### src/pin_emitter_regs.vh
// register offsets, field positions and reset values for the
// pin routing and emitter drive configuration block.
// assumes an 8-bit register address and 24-bit register data.
`ifndef PIN_EMITTER_REGS_VH
`define PIN_EMITTER_REGS_VH

`define ADDR_WIDTH 8
`define DATA_WIDTH 24

// register offsets
`define GENERAL_PIN_ROUTING_CONFIG_ADDR 8'h78
`define EMITTER_DRIVE_CONFIG_ADDR 8'h79

// reset values
`define GENERAL_PIN_ROUTING_CONFIG_RESET 24'h000000
`define EMITTER_DRIVE_CONFIG_RESET 24'h000001

// general_pin_routing_config fields
`define RELOCATE_PIN3_BIT 22
`define PIN2_IBUF_BIT 16
`define PIN2_OBUF_BIT 15
`define PIN1_OBUF_BIT 12
`define PIN2_SEL_HI 11
`define PIN2_SEL_LO 9
`define PIN1_SEL_HI 8
`define PIN1_SEL_LO 6
`define PIN3_SEL_HI 2
`define PIN3_SEL_LO 0

// emitter_drive_config fields
`define DRIVER_PDN_BIT 19
`define BIAS_PDN_BIT 12
`define BIAS_CODE_HI 11
`define BIAS_CODE_LO 8
`define ALL_BIAS_BIT 4
`define SHARE_CH01_BIT 3
`define INV_CLK_EN_BIT 2
`define TRUE_CLK_EN_BIT 0

// output selector codes
`define SEL_GROUND 3'h0
`define SEL_DIG_ZERO 3'h2
`define SEL_DIG_ONE 3'h3
`define SEL_SPECIAL 3'h7

// bias current per code step, in microamps
`define BIAS_STEP_UA 500

`endif

### src/pin_emitter_config.v
// pin routing and emitter drive configuration: two registers that steer
// three general pins, the auxiliary data pin and the emitter driver.
// assumes register port and all sources synchronous to clk.
`timescale 1ns/1ps
`default_nettype none
`include "pin_emitter_regs.vh"

// Function
// [RULE_01] relocation bit drives pin three's source onto aux data pin, active low.
// [RULE_02] pin two input buffer enabled only while its enable bit is one.
// [RULE_03] pin two output driver follows its output-buffer enable bit.
// [RULE_04] pin one output driver follows its output-buffer enable bit.
// [RULE_05] pin two selector: 0 ground, 2 out zero, 3 out one, 7 channel-zero enable.
// [RULE_06] pin one selector: 0 ground, 2 out zero, 3 out one, 7 modulation clock.
// [RULE_07] pin three selector: 0 ground, 2 out zero, 3 out one, 7 out two.
// [RULE_08] software writes zero to reserved fields and reads zero back.
// [RULE_09] driver power-down bit set powers down the illumination driver.
// [RULE_10] bias power-down bit set switches off transmit pin bias current.
// [RULE_11] bias current equals four-bit code times half a milliampere.
// [RULE_12] all-channel bias bit with channel zero selected biases every channel.
// [RULE_13] sharing bit drives channel one from channel-zero enable, else channel select.
// [RULE_14] inverted modulation clock passes only while its enable is one; resets off.
// [RULE_15] true modulation clock passes while its enable is one; resets on.
// [RULE_16] invalid selector codes drive the pin source low like ground.
module pin_emitter_config (
    input wire clk,
    input wire rst,
    input wire [`ADDR_WIDTH-1:0] reg_addr,
    input wire reg_write,
    input wire [`DATA_WIDTH-1:0] reg_write_data,
    input wire reg_read,
    output reg [`DATA_WIDTH-1:0] reg_read_data,
    input wire digital_output_zero,
    input wire digital_output_one,
    input wire digital_output_two,
    input wire channel_zero_illumination_enable,
    input wire illumination_modulation_clock,
    input wire [1:0] transmit_channel_select,
    output reg general_pin_one_out,
    output reg general_pin_one_oe,
    output reg general_pin_two_out,
    output reg general_pin_two_oe,
    input wire general_pin_two_in,
    output reg reference_clock_in,
    output reg general_pin_three_out,
    output reg general_pin_three_oe,
    output reg aux_data_out,
    output reg aux_data_oe,
    output reg driver_test_power_down,
    output reg bias_current_power_down,
    output reg [3:0] bias_current_code,
    output reg all_channel_bias_active,
    output reg transmit_channel_one_enable,
    output reg inverted_mod_clock,
    output reg true_mod_clock
);

    reg [`DATA_WIDTH-1:0] general_pin_routing_config;
    reg [`DATA_WIDTH-1:0] emitter_drive_config;
    reg [`DATA_WIDTH-1:0] next_read_data;
    wire [`DATA_WIDTH-1:0] routing_mask;
    wire [`DATA_WIDTH-1:0] emitter_mask;
    wire pin1_source;
    wire pin2_source;
    wire pin3_source;
    wire relocate;

    // only defined fields are stored, so reserved bits always read zero
    assign routing_mask = (24'h000001 << `RELOCATE_PIN3_BIT) | (24'h000001 << `PIN2_IBUF_BIT)
        | (24'h000001 << `PIN2_OBUF_BIT) | (24'h000001 << `PIN1_OBUF_BIT)
        | 24'h000fc7;
    assign emitter_mask = (24'h000001 << `DRIVER_PDN_BIT) | (24'h000001 << `BIAS_PDN_BIT)
        | 24'h000f1d;

    // shared selector decode; unlisted codes fall back to ground [RULE_16]
    function route_pin;
        input [2:0] sel;
        input zero_src;
        input one_src;
        input special_src;
        begin
            case (sel)
                `SEL_GROUND: route_pin = 1'b0;
                `SEL_DIG_ZERO: route_pin = zero_src;
                `SEL_DIG_ONE: route_pin = one_src;
                `SEL_SPECIAL: route_pin = special_src;
                default: route_pin = 1'b0;
            endcase
        end
    endfunction

    // per-pin source selection [RULE_05] [RULE_06] [RULE_07]
    assign pin1_source = route_pin(general_pin_routing_config[`PIN1_SEL_HI:`PIN1_SEL_LO],
        digital_output_zero, digital_output_one, illumination_modulation_clock);
    assign pin2_source = route_pin(general_pin_routing_config[`PIN2_SEL_HI:`PIN2_SEL_LO],
        digital_output_zero, digital_output_one, channel_zero_illumination_enable);
    assign pin3_source = route_pin(general_pin_routing_config[`PIN3_SEL_HI:`PIN3_SEL_LO],
        digital_output_zero, digital_output_one, digital_output_two);
    assign relocate = general_pin_routing_config[`RELOCATE_PIN3_BIT];

    // register writes; reserved bits are dropped [RULE_08]
    always @(posedge clk) begin
        if (rst) begin
            general_pin_routing_config <= `GENERAL_PIN_ROUTING_CONFIG_RESET;
            emitter_drive_config <= `EMITTER_DRIVE_CONFIG_RESET; // [RULE_14] [RULE_15]
        end else if (reg_write) begin
            if (reg_addr == `GENERAL_PIN_ROUTING_CONFIG_ADDR) begin
                general_pin_routing_config <= reg_write_data & routing_mask;
            end
            if (reg_addr == `EMITTER_DRIVE_CONFIG_ADDR) begin
                emitter_drive_config <= reg_write_data & emitter_mask;
            end
        end
    end

    // read decode; unmapped addresses answer zero
    always @* begin
        next_read_data = {`DATA_WIDTH{1'b0}};
        if (reg_addr == `GENERAL_PIN_ROUTING_CONFIG_ADDR) begin
            next_read_data = general_pin_routing_config;
        end else if (reg_addr == `EMITTER_DRIVE_CONFIG_ADDR) begin
            next_read_data = emitter_drive_config;
        end
    end

    // read data holds until the next read strobe
    always @(posedge clk) begin
        if (rst) begin
            reg_read_data <= {`DATA_WIDTH{1'b0}};
        end else if (reg_read) begin
            reg_read_data <= next_read_data;
        end
    end

    // pin drivers, registered so every output comes from a flip-flop
    always @(posedge clk) begin
        if (rst) begin
            general_pin_one_out <= 1'b0;
            general_pin_one_oe <= 1'b0;
            general_pin_two_out <= 1'b0;
            general_pin_two_oe <= 1'b0;
            reference_clock_in <= 1'b0;
            general_pin_three_out <= 1'b0;
            general_pin_three_oe <= 1'b0;
            aux_data_out <= 1'b0;
            aux_data_oe <= 1'b0;
        end else begin
            general_pin_one_out <= pin1_source;
            general_pin_one_oe <= general_pin_routing_config[`PIN1_OBUF_BIT]; // [RULE_04]
            general_pin_two_out <= pin2_source;
            general_pin_two_oe <= general_pin_routing_config[`PIN2_OBUF_BIT]; // [RULE_03]
            // gated input keeps a floating pin off the reference clock
            reference_clock_in <= general_pin_two_in
                & general_pin_routing_config[`PIN2_IBUF_BIT]; // [RULE_02]
            general_pin_three_out <= pin3_source;
            general_pin_three_oe <= ~relocate;
            // open drain: pull low when the function is high, pull-up gives idle high
            aux_data_out <= 1'b0;
            aux_data_oe <= relocate & pin3_source; // [RULE_01]
        end
    end

    // emitter drive controls
    always @(posedge clk) begin
        if (rst) begin
            driver_test_power_down <= 1'b0;
            bias_current_power_down <= 1'b0;
            bias_current_code <= 4'h0;
            all_channel_bias_active <= 1'b0;
            transmit_channel_one_enable <= 1'b0;
            inverted_mod_clock <= 1'b0;
            true_mod_clock <= 1'b0;
        end else begin
            driver_test_power_down <= emitter_drive_config[`DRIVER_PDN_BIT]; // [RULE_09]
            bias_current_power_down <= emitter_drive_config[`BIAS_PDN_BIT]; // [RULE_10]
            // analog side scales this code by the step current
            bias_current_code <= emitter_drive_config[`BIAS_CODE_HI:`BIAS_CODE_LO]; // [RULE_11]
            all_channel_bias_active <= emitter_drive_config[`ALL_BIAS_BIT]
                & (transmit_channel_select == 2'h0); // [RULE_12]
            if (emitter_drive_config[`SHARE_CH01_BIT]) begin
                transmit_channel_one_enable <= channel_zero_illumination_enable; // [RULE_13]
            end else begin
                transmit_channel_one_enable <= (transmit_channel_select == 2'h1); // [RULE_13]
            end
            // clocks pass one cycle late; fine as long as the source is slower than clk/2
            inverted_mod_clock <= ~illumination_modulation_clock
                & emitter_drive_config[`INV_CLK_EN_BIT]; // [RULE_14]
            true_mod_clock <= illumination_modulation_clock
                & emitter_drive_config[`TRUE_CLK_EN_BIT]; // [RULE_15]
        end
    end

endmodule
`default_nettype wire

### config.mk
export PLATFORM = sky130hd
export DESIGN_NAME = pin_emitter_config
export DESIGN_NICKNAME = d
export VERILOG_FILES = /design/src/pin_emitter_config.v
export VERILOG_INCLUDE_DIRS = /design/src
export SDC_FILE = /design/constraint.sdc
export NUM_CORES = 1
export LEC_CHECK = 0
export BUFFER_PORTS_ARGS = -buffer_cell sky130_fd_sc_hd__buf_2
export CAP_MARGIN = 20
export CORE_ASPECT_RATIO = 0.8
export CORE_MARGIN = 2
export CORE_UTILIZATION = 33
export CTS_BUF_LIST = sky130_fd_sc_hd__clkbuf_8
export CTS_CLUSTER_DIAMETER = 200
export DETAILED_ROUTE_END_ITERATION = 10
export PLACE_DENSITY = 0.71
export SETUP_SLACK_MARGIN = 0.2
export SYNTH_ARGS = -nofsm -noshare
export SYNTH_HDL_FRONTEND = slang
export SYNTH_SLANG_ARGS = --single-unit
export TNS_END_PERCENT = 50
### constraint.sdc
create_clock -name clk -period 1.2 [get_ports clk]
set_input_delay 0.12 -clock clk [delete_from_list [all_inputs] [get_ports clk]]
set_output_delay 0.12 -clock clk [all_outputs]
set_load 0.1 [all_outputs]
-- Word-level counts from Yosys, hierarchy flattened
Index checks and enable logic that the tools add are counted.
W data, S select, Z words.
- bitwise logic cells: 7
- reductions and logical operators: 3
- mux-type cells: 6
- eq/ne operators: 12
- operators with widths (kind ; count):
    $mux W23 ; 1
    $mux W20 ; 1
    $eq A3 B2 Y1 const B ; 6
    $eq A8 B7 Y1 const B ; 2
    $eq A3 B3 Y1 const B ; 3
    $pmux W1 S3 ; 3
    $and A1 B1 Y1 ; 5
    $reduce_and A2 Y1 ; 2
    $eq A2 B1 Y1 const B ; 1
    $logic_not A2 Y1 ; 1
    $not A1 Y1 ; 2
    $mux W1 ; 1
- bits of input ports: 44
- register bits: 65
- word-level logic and storage cells: 46
- output and inout bits: 43

-- Logic depth before layout (Yosys ltp)
Gate-level depths: netlist of the first run.
- depth after elaboration: 3
- mapped depth: 5
- gate-level depth less buffers: 3

-- Least setup slack after synthesis of the first run
Ideal clock, no wire load.
- kind: reg2reg
- start point: register, netlist name reg_read_data[15]
- end point: register reg_read_data[15]
- arrival: 1163 ps
- slack: -33 ps
- cell stages (with the launch flop): 3
- library setup time: 70 ps
- buffers on the path: 0
- data required time: 1130 ps
- cells stage by stage: dfxtp_1 -> nand2_1 -> a21oi_1
- RTL lines (what ; line ; RTL):
    end signal: assignment ; pin_emitter_config.v:129 ; reg_read_data <= {`DATA_WIDTH{1'b0}};
    end signal: assignment ; pin_emitter_config.v:131 ; reg_read_data <= next_read_data;
    end: declaration ; pin_emitter_config.v:32 ; output reg [`DATA_WIDTH-1:0] reg_read_data,

-- Worst setup path in the final report of the first run
- start point: register general_pin_routing_config[2]
- end point: register general_pin_three_out
- word-level cells in the longest chain between the ends: 2
- elaborated cells between the ends (all ways): 4
- classes of those cells: eq/ne (3); mux (1)
- ends and longest elaborated chain (what ; line ; RTL):
    start: declaration ; pin_emitter_config.v:58 ; reg [`DATA_WIDTH-1:0] general_pin_routing_config;
    start signal: assignment ; pin_emitter_config.v:104 ; general_pin_routing_config <= `GENERAL_PIN_ROUTING_CONFIG_RESET;
    start signal: assignment ; pin_emitter_config.v:108 ; general_pin_routing_config <= reg_write_data & routing_mask;
    $eq A3 B3 Y1 / $eq A3 B2 Y1 (equally long branches) ; pin_emitter_config.v:82 ; case (sel)
    $pmux W1 S3 (*) ; pin_emitter_config.v:82 ;
    end signal: assignment ; pin_emitter_config.v:155 ; general_pin_three_out <= pin3_source;
    end: declaration ; pin_emitter_config.v:45 ; output reg general_pin_three_out,
Every way passes the cells marked *; elsewhere a longest branch is shown, timed or not.
A chain may end at the register's enable or synchronous reset.

==> out/metrics.cfg, run 1 <==
[place]
place_congestion=0.804
post-dp-hpwl_um=3930
io_buffers=69

[critical_path]
ff2ff_path_depth=3
crit_family=flip-flops
path_class=register to register
r2r_end=general_pin_three_out
crit_end=general_pin_three_out
cp_num_buf_inv=0
cp-end-kind=register
slowest_delay_ns=0.34
reg2reg_from=general_pin_routing_config[2]
crit_required_ns=1.42
cp_num_cells=3
crit_slowest_cell=dfxtp_2
setup.worst_path.start=general_pin_routing_config[2]
worstPathCellList=mux2_4, a22oi_2, nor2_2
rrSetupSlack_ns=0.15
crit_fanout=2
arrival_ns=1.27
start_kind=register

[job]
maxCapViolCount=0

[global_routing]
grt_pass1_vias=1774
grt_use_total_pct=15.3
grt_max_degree=22
antenna_found_initial=0
grt_pass1_wl_um=9010
globalRouteOverflowTotal=0

[clock_tree]
htree_levels=3
cts_buffers=9
cts_root_buffer=clkbuf_8
cts.sinks=57
clkTransAtPathRegs_ns=0.06
clkLatencyLatePin_ns=0.34
tritoncts=yes
cts_buffer_depth=2

[sta]
hold_viol=0
fmax_mhz=949
setup_violations=0
tns_ns=0
finalCritPeriodShare_pct=87.8
period_needed_ns=1.05
fin_skew_ns=0.0105
rsz0062_at_grt=yes
drv_slew=0

[synthesis]
yosysTopAreaCellShare_pct=49.0
yosysSeqAreaShare_pct=49.0
synth.distinct_cells=28
syn_area_mm2=0.00233
synth_seq_cells=57
yosysWarningCount=0
synth_cells=229
syn_area_per_cell_um2=10.2
yosysTopAreaCell=dfxtp_1
ys_top_cells_by_area=dfxtp_1 (49%), nand2b_1 (9.1%), mux2i_1 (9.0%), mux2_2 (4.8%), nor2_1 (3.1%)

[outcome]
status=finished, final reports clean

[min_path]
hp-start=illumination_modulation_clock
holdCritPathClass=primary input to register

[power_and_ir_drop]
p_per_area_mw_per_mm2=1070
leakagePower_nw=1.55
finalPower_w=0.00388
max-vdd-ir-drop_mv=0.447

[route]
route.detailed.drc=0
first_pass_iters=5
drt-initial-drc-count=63
post_drt_wl_per_cell_um=14.4
num_vias=1882
ant_nets=0
routed_wl_um=5830
vias_per_cell=4.65

[floorplan]
start_util_pct=34.0
num_rows=27
die_h_um=79.2
die_x_um=97.9
num_io_pins=87
fp.dieArea_mm2=0.00775
core_area_mm2=0.00686

[cells_and_area]
layout.nets=357
layout_commonest_cell=buf_12
fill_cells=634
antenna_cells=0
drive_above_1_share_pct=49.1
post-route-util_pct=52.9
mostFrequentLayoutCells=buf_12 (37), buf_2 (35), nand2b_1 (34), dfxtp_2 (34)
area_delta_synth_final_pct=55.8

[timing repair]
action,4_1_cts,5_1_grt
pin swaps,2,6
gates resized for setup,105,41
endpoints found under the setup margin,38,42
hold buffers,4,0
hold endpoints to repair,3,0
setup buffers,1,2
[worst reg2reg max path: cells and delay by family (launching register included)]
family / cells / cell delay [ns]
DFF: 1 / 0.34
muxes: 1 / 0.30
AOI/OAI and AO/OA: 1 / 0.23
and+or+nand+nor: 1 / 0.07
[sequential cells by signal, summed over array words and instances (netlist names)]
| signal | cells |
|---|---|
| general_pin_two_oe | 1 |
| general_pin_routing_config | 13 |
| transmit_channel_one_enable | 1 |
| aux_data_oe | 1 |
| bias_current_code | 4 |
| all_channel_bias_active | 1 |
| general_pin_one_oe | 1 |
| emitter_drive_config | 10 |
| general_pin_three_out | 1 |
| driver_test_power_down | 1 |
| general_pin_two_out | 1 |
| reference_clock_in | 1 |
| inverted_mod_clock | 1 |
| true_mod_clock | 1 |
| bias_current_power_down | 1 |
| general_pin_three_oe | 1 |
| general_pin_one_out | 1 |
| reg_read_data | 16 |
[cells by family after synthesis]
group | share of synthesized area, %
flip-flops | 49.0
AO/OA/AOI/OAI | 5.75
multiplexers | 15.1
other | 0.161
AND/OR/NAND/NOR | 22.2
buffers and inverters | 7.79
[Yosys cell counts]
library cell / instances
dfxtp_1: 57
nand2b_1: 34
mux2i_1: 21
nor2_1: 19
nand2_1: 11
a21oi_1: 10
mux2_2: 10
buf_4: 9
clkbuf_1: 8
a32oi_1: 7
inv_1: 7
nand4b_1: 6
nor2b_1: 4
a22oi_1: 3
buf_2: 3
nand4_1: 3
nor3b_1: 3
and4b_1: 2
buf_6: 2
mux2_4: 2
and3_4: 1
and3b_1: 1
and4bb_1: 1
buf_8: 1
clkbuf_2: 1
conb_1: 1
nand3b_2: 1
nor4b_1: 1
[how the worst min path moves through the flow]
stage | end | cells past startpoint
after global routing | true_mod_clock | 3
after detailed placement | all_channel_bias_active | 2
after global placement | all_channel_bias_active | 2
final | true_mod_clock | 3
after CTS | true_mod_clock | 3
after floorplan | inverted_mod_clock | 1
[per-layer routing]
metal | global-route usage, % | vias up | wire length [um]
met4 | 5.83 | 0 | 55
met1 | 19.5 | 876 | 2670
met5 | 0 | - | 0
met2 | 22.6 | 65 | 2770
met3 | 7.04 | 6 | 344
li1 | - | 935 | -
[report_power, final]
part | switching [W] | internal (W) | leakage [nW] | total, W
Sequential | 0.00000486 | 0.00189 | 0.478 | 0.00190
Clock | 0.000730 | 0.000835 | 0.101 | 0.00157
Combinational | 0.000271 | 0.000143 | 0.966 | 0.000414
[per-stage QoR]
| stage | setup slack (ns) | hold slack [ns] | cells | instance area (um^2) |
|---|---|---|---|---|
| 2_1_floorplan | -0.0305 | 0.196 | 237 | 2390 |
| 3_3_place_gp | -0.0291 | 0.300 | 382 | 2900 |
| 3_5_place_dp | -0.0473 | 0.301 | 382 | 2900 |
| 4_1_cts | 0.154 | 0.0269 | 403 | 3470 |
| 5_1_grt | 0.102 | 0.0230 | 405 | 3630 |
| 6_report | 0.147 | 0.0373 | 405 | 3630 |
[layout make-up]
cell class | count | area, um^2 | area share, %
Tap cell | 87 | 109 | 3.00
Clock inverter | 5 | 22.5 | 0.620
Clock buffer | 11 | 151 | 4.17
Sequential cell | 57 | 1190 | 32.8
Timing Repair Buffer | 89 | 1050 | 29.0
Multi-Input combinational cell | 149 | 1080 | 29.6
Inverter | 7 | 26.3 | 0.724
No activity file was read; power rests on OpenSTA's default activity.
==> run 2, diff against run 1 <==
CORE_UTILIZATION = 46   (was 33)
GPL_TIMING_DRIVEN = 0   (was unset)
PLACE_DENSITY = 0.89   (was 0.71)
SKIP_CTS_REPAIR_TIMING = 1   (was unset)
==> out/metrics.cfg, run 2 (synthesis gave the netlist of run 1 again) <==
[outcome]
status=finished, final reports clean

[floorplan]
die_h_um=67.7  ; -15%
num_io_pins=87  ; unchanged
core_area_mm2=0.00495  ; -28%
start_util_pct=47.1  ; +13 points
num_rows=23  ; -15%
die_x_um=83.6  ; -15%
fp.dieArea_mm2=0.00565  ; -27%

[route]
vias_per_cell=5.15  ; +11%
dr_wl_met2_um=2940  ; +6.4%
drt-initial-drc-count=139  ; +120%
route.detailed.drc=0  ; unchanged
ant_nets=0  ; unchanged
num_vias=2003  ; +6.4%
drt-met1-wl_um=2660  ; -0.22%
wl_met3_um=521  ; +51%
first_pass_iters=5  ; unchanged
post_drt_wl_per_cell_um=16.3  ; +13%
routed_wl_um=6350  ; +8.8%
highest_layer=met4

[critical_path]
crit_slowest_cell=dfxtp_2
rrSetupSlack_ns=0.09  ; -0.05 ns
slowest_delay_ns=0.36  ; +0.02 ns
crit_fanout=4  ; +2
worstPathCellList=mux2_2, a22oi_2, nor3b_1
reg2reg_from=general_pin_routing_config[2]
path_class=register to register
ff2ff_path_depth=3  ; unchanged
start_kind=register
r2r_end=aux_data_oe
cp-end-kind=register
crit_required_ns=1.42  ; about the same
arrival_ns=1.33  ; +0.06 ns

[place]
dp.cells=367  ; -3.9%
place_ws_ns=-0.198  ; -0.150 ns
io_buffers=68  ; -1.4%
place_congestion=0.784  ; -2.5%
post-dp-hpwl_um=3910  ; -0.59%

[cells_and_area]
layout_commonest_cell=buf_2
antenna_cells=0  ; unchanged
stdcell_count=389  ; -4.0%
mostFrequentLayoutCells=buf_2 (37), nand2b_1 (34), dfxtp_2 (29), dfxtp_1 (28), buf_12 (26)
drive_above_1_share_pct=44.3  ; -4.7 points
area_delta_synth_final_pct=49.4
top_register=reg_read_data
layout.nets=366  ; +2.5%
fill_cells=347  ; -45%
reg.largest.list=reg_read_data x16, general_pin_routing_config x13, emitter_drive_config x10
largest_register_ffs=16  ; unchanged

[min_path]
holdCritPathClass=primary input to register
hp-start=illumination_modulation_clock
worstHoldEndpoint=true_mod_clock
whs_path_depth=3  ; unchanged

[sta]
setup_slack_ns=0.0921  ; -0.0544 ns
finalCritPeriodShare_pct=92.3  ; +4.5 points
period_needed_ns=1.11  ; +0.0544 ns
hold_viol=0  ; unchanged
rsz0062_at_grt=yes
fmax_mhz=903  ; -4.9%
drv_slew=0  ; unchanged
tns_ns=0  ; unchanged
fin_skew_ns=0.00799  ; -0.00250 ns
setup_violations=0  ; unchanged

[clock_tree]
clkTransAtPathRegs_ns=0.06  ; about the same
cts_buffer_depth=2  ; unchanged
tritoncts=yes
htree_levels=3  ; unchanged
cts_buffers=9  ; unchanged
cts_root_buffer=clkbuf_8
cts.sinks=57  ; unchanged
clkLatencyLatePin_ns=0.34  ; about the same

[power_and_ir_drop]
p_per_area_mw_per_mm2=1160  ; +8.9%
leakagePower_nw=1.53  ; -1.3%
max-vdd-ir-drop_mv=0.756  ; +69%

[global_routing]
globalRouteOverflowTotal=0  ; unchanged
grt_max_degree=11  ; -50%
grt_pass1_vias=1793  ; +1.1%
grt_pass1_wl_um=8520  ; -5.4%
antenna_found_initial=0  ; unchanged
grt_use_total_pct=20.0  ; +4.7 points

[job]
maxCapViolCount=0  ; unchanged

run 2: changes by cell type in the layout (fill, tap and decap cells not counted), sizes merged:
cell / change
bufinv: +1
clkbuf: +15
inv: +1
buf: -7
clkinv: -1
run 2: layout make-up:
type	count	area (um^2)	area share (%)
Sequential cell	57	1180	33.8
Timing Repair Buffer	74	806	23.2
Tap cell	62	77.6	2.23
Inverter	7	26.3	0.755
Clock buffer	10	138	3.96
Multi-Input combinational cell	149	1050	30.1
Buffer	24	156	4.49
Clock inverter	6	51.3	1.47
run 2: routing by layer:
layer | GRT usage [%] | up-vias
li1 | - | 944
met1 | 25.1 | 917
met2 | 30.9 | 119
met3 | 6.97 | 23
met4 | 9.88 | 0
met5 | 0 | -
run 2: how the worst max path moves through the flow:
stage                                             start                       end  cells after the start
after detailed placement                    reg_addr[7]  emitter_drive_config[19]                      6
after global routing      general_pin_routing_config[2]               aux_data_oe                      3
final                     general_pin_routing_config[2]               aux_data_oe                      3
after global placement                      reg_addr[7]  emitter_drive_config[19]                      6
after CTS                              reg_read_data[6]          reg_read_data[6]                      1
after floorplan                             reg_addr[7]  emitter_drive_config[19]                      5
run 2: where the power goes:
| group | internal, W | switching (W) | leakage (nW) |
|---|---|---|---|
| combinational | 0.000146 | 0.000279 | 0.942 |
| clock | 0.000985 | 0.000735 | 0.110 |
| sequential | 0.00190 | 0.00000490 | 0.474 |
run 2: worst max-delay path: cells and delay by family, from the launching register on:
| family | cells | cell delay, ns |
|---|---|---|
| multiplexers | 1 | 0.34 |
| AND/OR/NAND/NOR | 1 | 0.09 |
| flip-flops | 1 | 0.36 |
| AO/OA/AOI/OAI | 1 | 0.20 |
run 2: through the flow:
| stage | total power, W | util, % | cell area (um^2) | hold slack (ns) |
|---|---|---|---|---|
| floorplan | 0.00223 | - | 2390 | 0.196 |
| global placement | 0.00233 | 56.6 | 2800 | 0.298 |
| detailed placement | 0.00233 | 56.6 | 2800 | 0.309 |
| CTS | 0.00402 | 60.5 | 2990 | -0.0450 |
| global route | 0.00417 | 70.3 | 3480 | 0.0421 |
| finish | 0.00405 | 70.3 | 3480 | 0.0339 |
==> run 3, diff against run 2 <==
SETUP_SLACK_MARGIN = 0.02   (was 0.2)
==> out/metrics.cfg, run 3 (synthesis gave the netlist of run 1 again) <==
[outcome]
status=finished, final reports clean

[critical_path]
crit_slowest_cell=buf_2
crit_family=buffers and inverters
arrival_ns=1.04  ; -0.29 ns
crit_required_ns=1.08  ; -0.34 ns
worstPathCellList=buf_2
cp-end-kind=primary output
cp_num_buf_inv=1  ; +1
path_class=register to primary output
start_kind=register
crit_fanout=1  ; -3
slowest_delay_ns=0.41  ; +0.05 ns

[place]
place_congestion=0.831  ; +6.0%
placed_cell_area_mm2=0.00279  ; -0.54%
io_buffers=68  ; unchanged
post-dp-hpwl_um=4090  ; +4.7%
dp.cells=367  ; unchanged

[clock_tree]
cts_buffers=9  ; unchanged
htree_levels=3  ; unchanged
cts.sinks=57  ; unchanged
cts_root_buffer=clkbuf_8
clkLatencyLatePin_ns=0.34  ; about the same
clkTransAtPathRegs_ns=0.06  ; about the same
cts_buffer_depth=2  ; unchanged
tritoncts=yes

[cells_and_area]
layout_commonest_cell=dfxtp_1
drive_above_1_share_pct=38.9  ; -5.5 points
mostFrequentLayoutCells=dfxtp_1 (46), buf_2 (38), nand2b_1 (34), clkbuf_4 (33), mux2i_1 (21)
largest_register_ffs=16  ; unchanged
stdcell_count=386  ; -0.77%
reg.largest.list=reg_read_data x16, general_pin_routing_config x13, emitter_drive_config x10
fill_cells=431  ; +24%
antenna_cells=0  ; unchanged
top_register=reg_read_data
layout.nets=363  ; -0.82%
fin_area_mm2=0.00315  ; -9.4%
area_delta_synth_final_pct=35.3

[global_routing]
grt_max_degree=11  ; unchanged
antenna_found_initial=0  ; unchanged
grt_use_total_pct=21.1  ; +1.2 points
grt_pass1_vias=1858  ; +3.6%
globalRouteOverflowTotal=0  ; unchanged
grt_pass1_wl_um=9030  ; +5.9%

[power_and_ir_drop]
swShare_pct=23.2  ; -2.0 points
switching_power_w=0.00104  ; +2.3%
max-vdd-ir-drop_mv=0.854  ; +13%
pwr-share-clk_pct=48.7  ; +6.2 points
internal_power_w=0.00345  ; +14%
leakagePower_nw=1.43  ; -6.4%
pwr-share-seq_pct=42.3  ; -4.7 points
comb_power_share_pct=9.0  ; -1.5 points
p_per_area_mw_per_mm2=1430  ; +23%

[sta]
hold_viol=0  ; unchanged
finalHoldWorstSlack_ns=0.00709  ; -0.0268 ns
worst_pin_slew_ns=0.545
fin_skew_ns=0.0112  ; +0.00322 ns
maxSlewHeadroom_pct=63.7
rsz0062_at_grt=no
setup_violations=0  ; unchanged
finalCritPeriodShare_pct=97.1  ; +4.7 points
fmax_mhz=859  ; -4.9%
period_needed_ns=1.16  ; +0.0568 ns
drv_slew=0  ; unchanged
tns_ns=0  ; unchanged

[floorplan]
num_rows=23  ; unchanged
die_h_um=67.7  ; unchanged
num_io_pins=87  ; unchanged
die_x_um=83.6  ; unchanged
fp.dieArea_mm2=0.00565  ; unchanged
core_area_mm2=0.00495  ; unchanged
start_util_pct=47.1  ; unchanged

[route]
vias_per_cell=4.92  ; -4.4%
post_drt_wl_per_cell_um=15.0  ; -8.2%
num_vias=1901  ; -5.1%
first_pass_iters=4  ; -1
route.detailed.drc=0  ; unchanged
ant_nets=0  ; unchanged
routed_wl_um=5780  ; -8.9%
drt-initial-drc-count=84  ; -40%

[job]
maxCapViolCount=0  ; unchanged

[min_path]
holdCritPathClass=primary input to register

run 3: cell count changes in the layout (fill, tap and decap cells not counted), sizes merged:
cell	change
dlygate4sd3	-1
inv	-3
clkinv	+1
bufinv	+2
clkbuf	+26
buf	-28
run 3: tightest hold or removal path, stage by stage:
cell	delay, ns
buf_2	0.10
nand2_1	0.05
nor2_1	0.03
run 3: stage by stage:
step | total power [W] | util (%) | setup WS [ns]
final | 0.00449 | 63.7 | 0.0353
after global routing | 0.00462 | 63.7 | 0.0219
after CTS | 0.00449 | 61.2 | -0.0408
after detailed placement | 0.00233 | 56.3 | -0.197
after global placement | 0.00233 | 56.3 | -0.196
after floorplan | 0.00223 | - | -0.0305
run 3: layout make-up:
| cell class | instances | area [um^2] | area share, % |
|---|---|---|---|
| Inverter | 7 | 26.3 | 0.834 |
| Tap cell | 62 | 77.6 | 2.46 |
| Clock inverter | 6 | 105 | 3.33 |
| Sequential cell | 57 | 1150 | 36.6 |
| Multi-Input combinational cell | 149 | 1040 | 33.1 |
| Clock buffer | 10 | 138 | 4.37 |
| Timing Repair Buffer | 71 | 453 | 14.4 |
| Buffer | 24 | 155 | 4.92 |
run 3: power groups by stage:
stage          logic, W  clock network (W)  registers (W)
6_report       0.000404            0.00219        0.00190
5_1_grt        0.000428            0.00229        0.00190
4_1_cts        0.000391            0.00220        0.00190
3_5_place_dp   0.000390                  0        0.00194
3_3_place_gp   0.000385                  0        0.00194
2_1_floorplan  0.000250                  0        0.00198
run 3: layer usage:
| layer | wire length (um) | track usage, % | vias up |
|---|---|---|---|
| met1 | 2660 | 26.7 | 875 |
| met4 | 124 | 10.7 | 0 |
| met2 | 2640 | 32.6 | 72 |
| met5 | 0 | 0 | - |
| met3 | 367 | 7.21 | 11 |
| li1 | - | - | 943 |
run 3: worst paths after layout:
| path | from | end | slack (ns) | cells after the start |
|---|---|---|---|---|
| worst max register to register | general_pin_routing_config[2] | aux_data_oe | 0.11 | 3 |
| worst max-delay path | bias_current_code[2] | bias_current_code[2] | 0.04 | 1 |
| worst min-delay path | general_pin_two_in | reference_clock_in | 0.007 | 3 |
| worst min register to register | reg_read_data[19] | reg_read_data[19] | 0.46 | 2 |
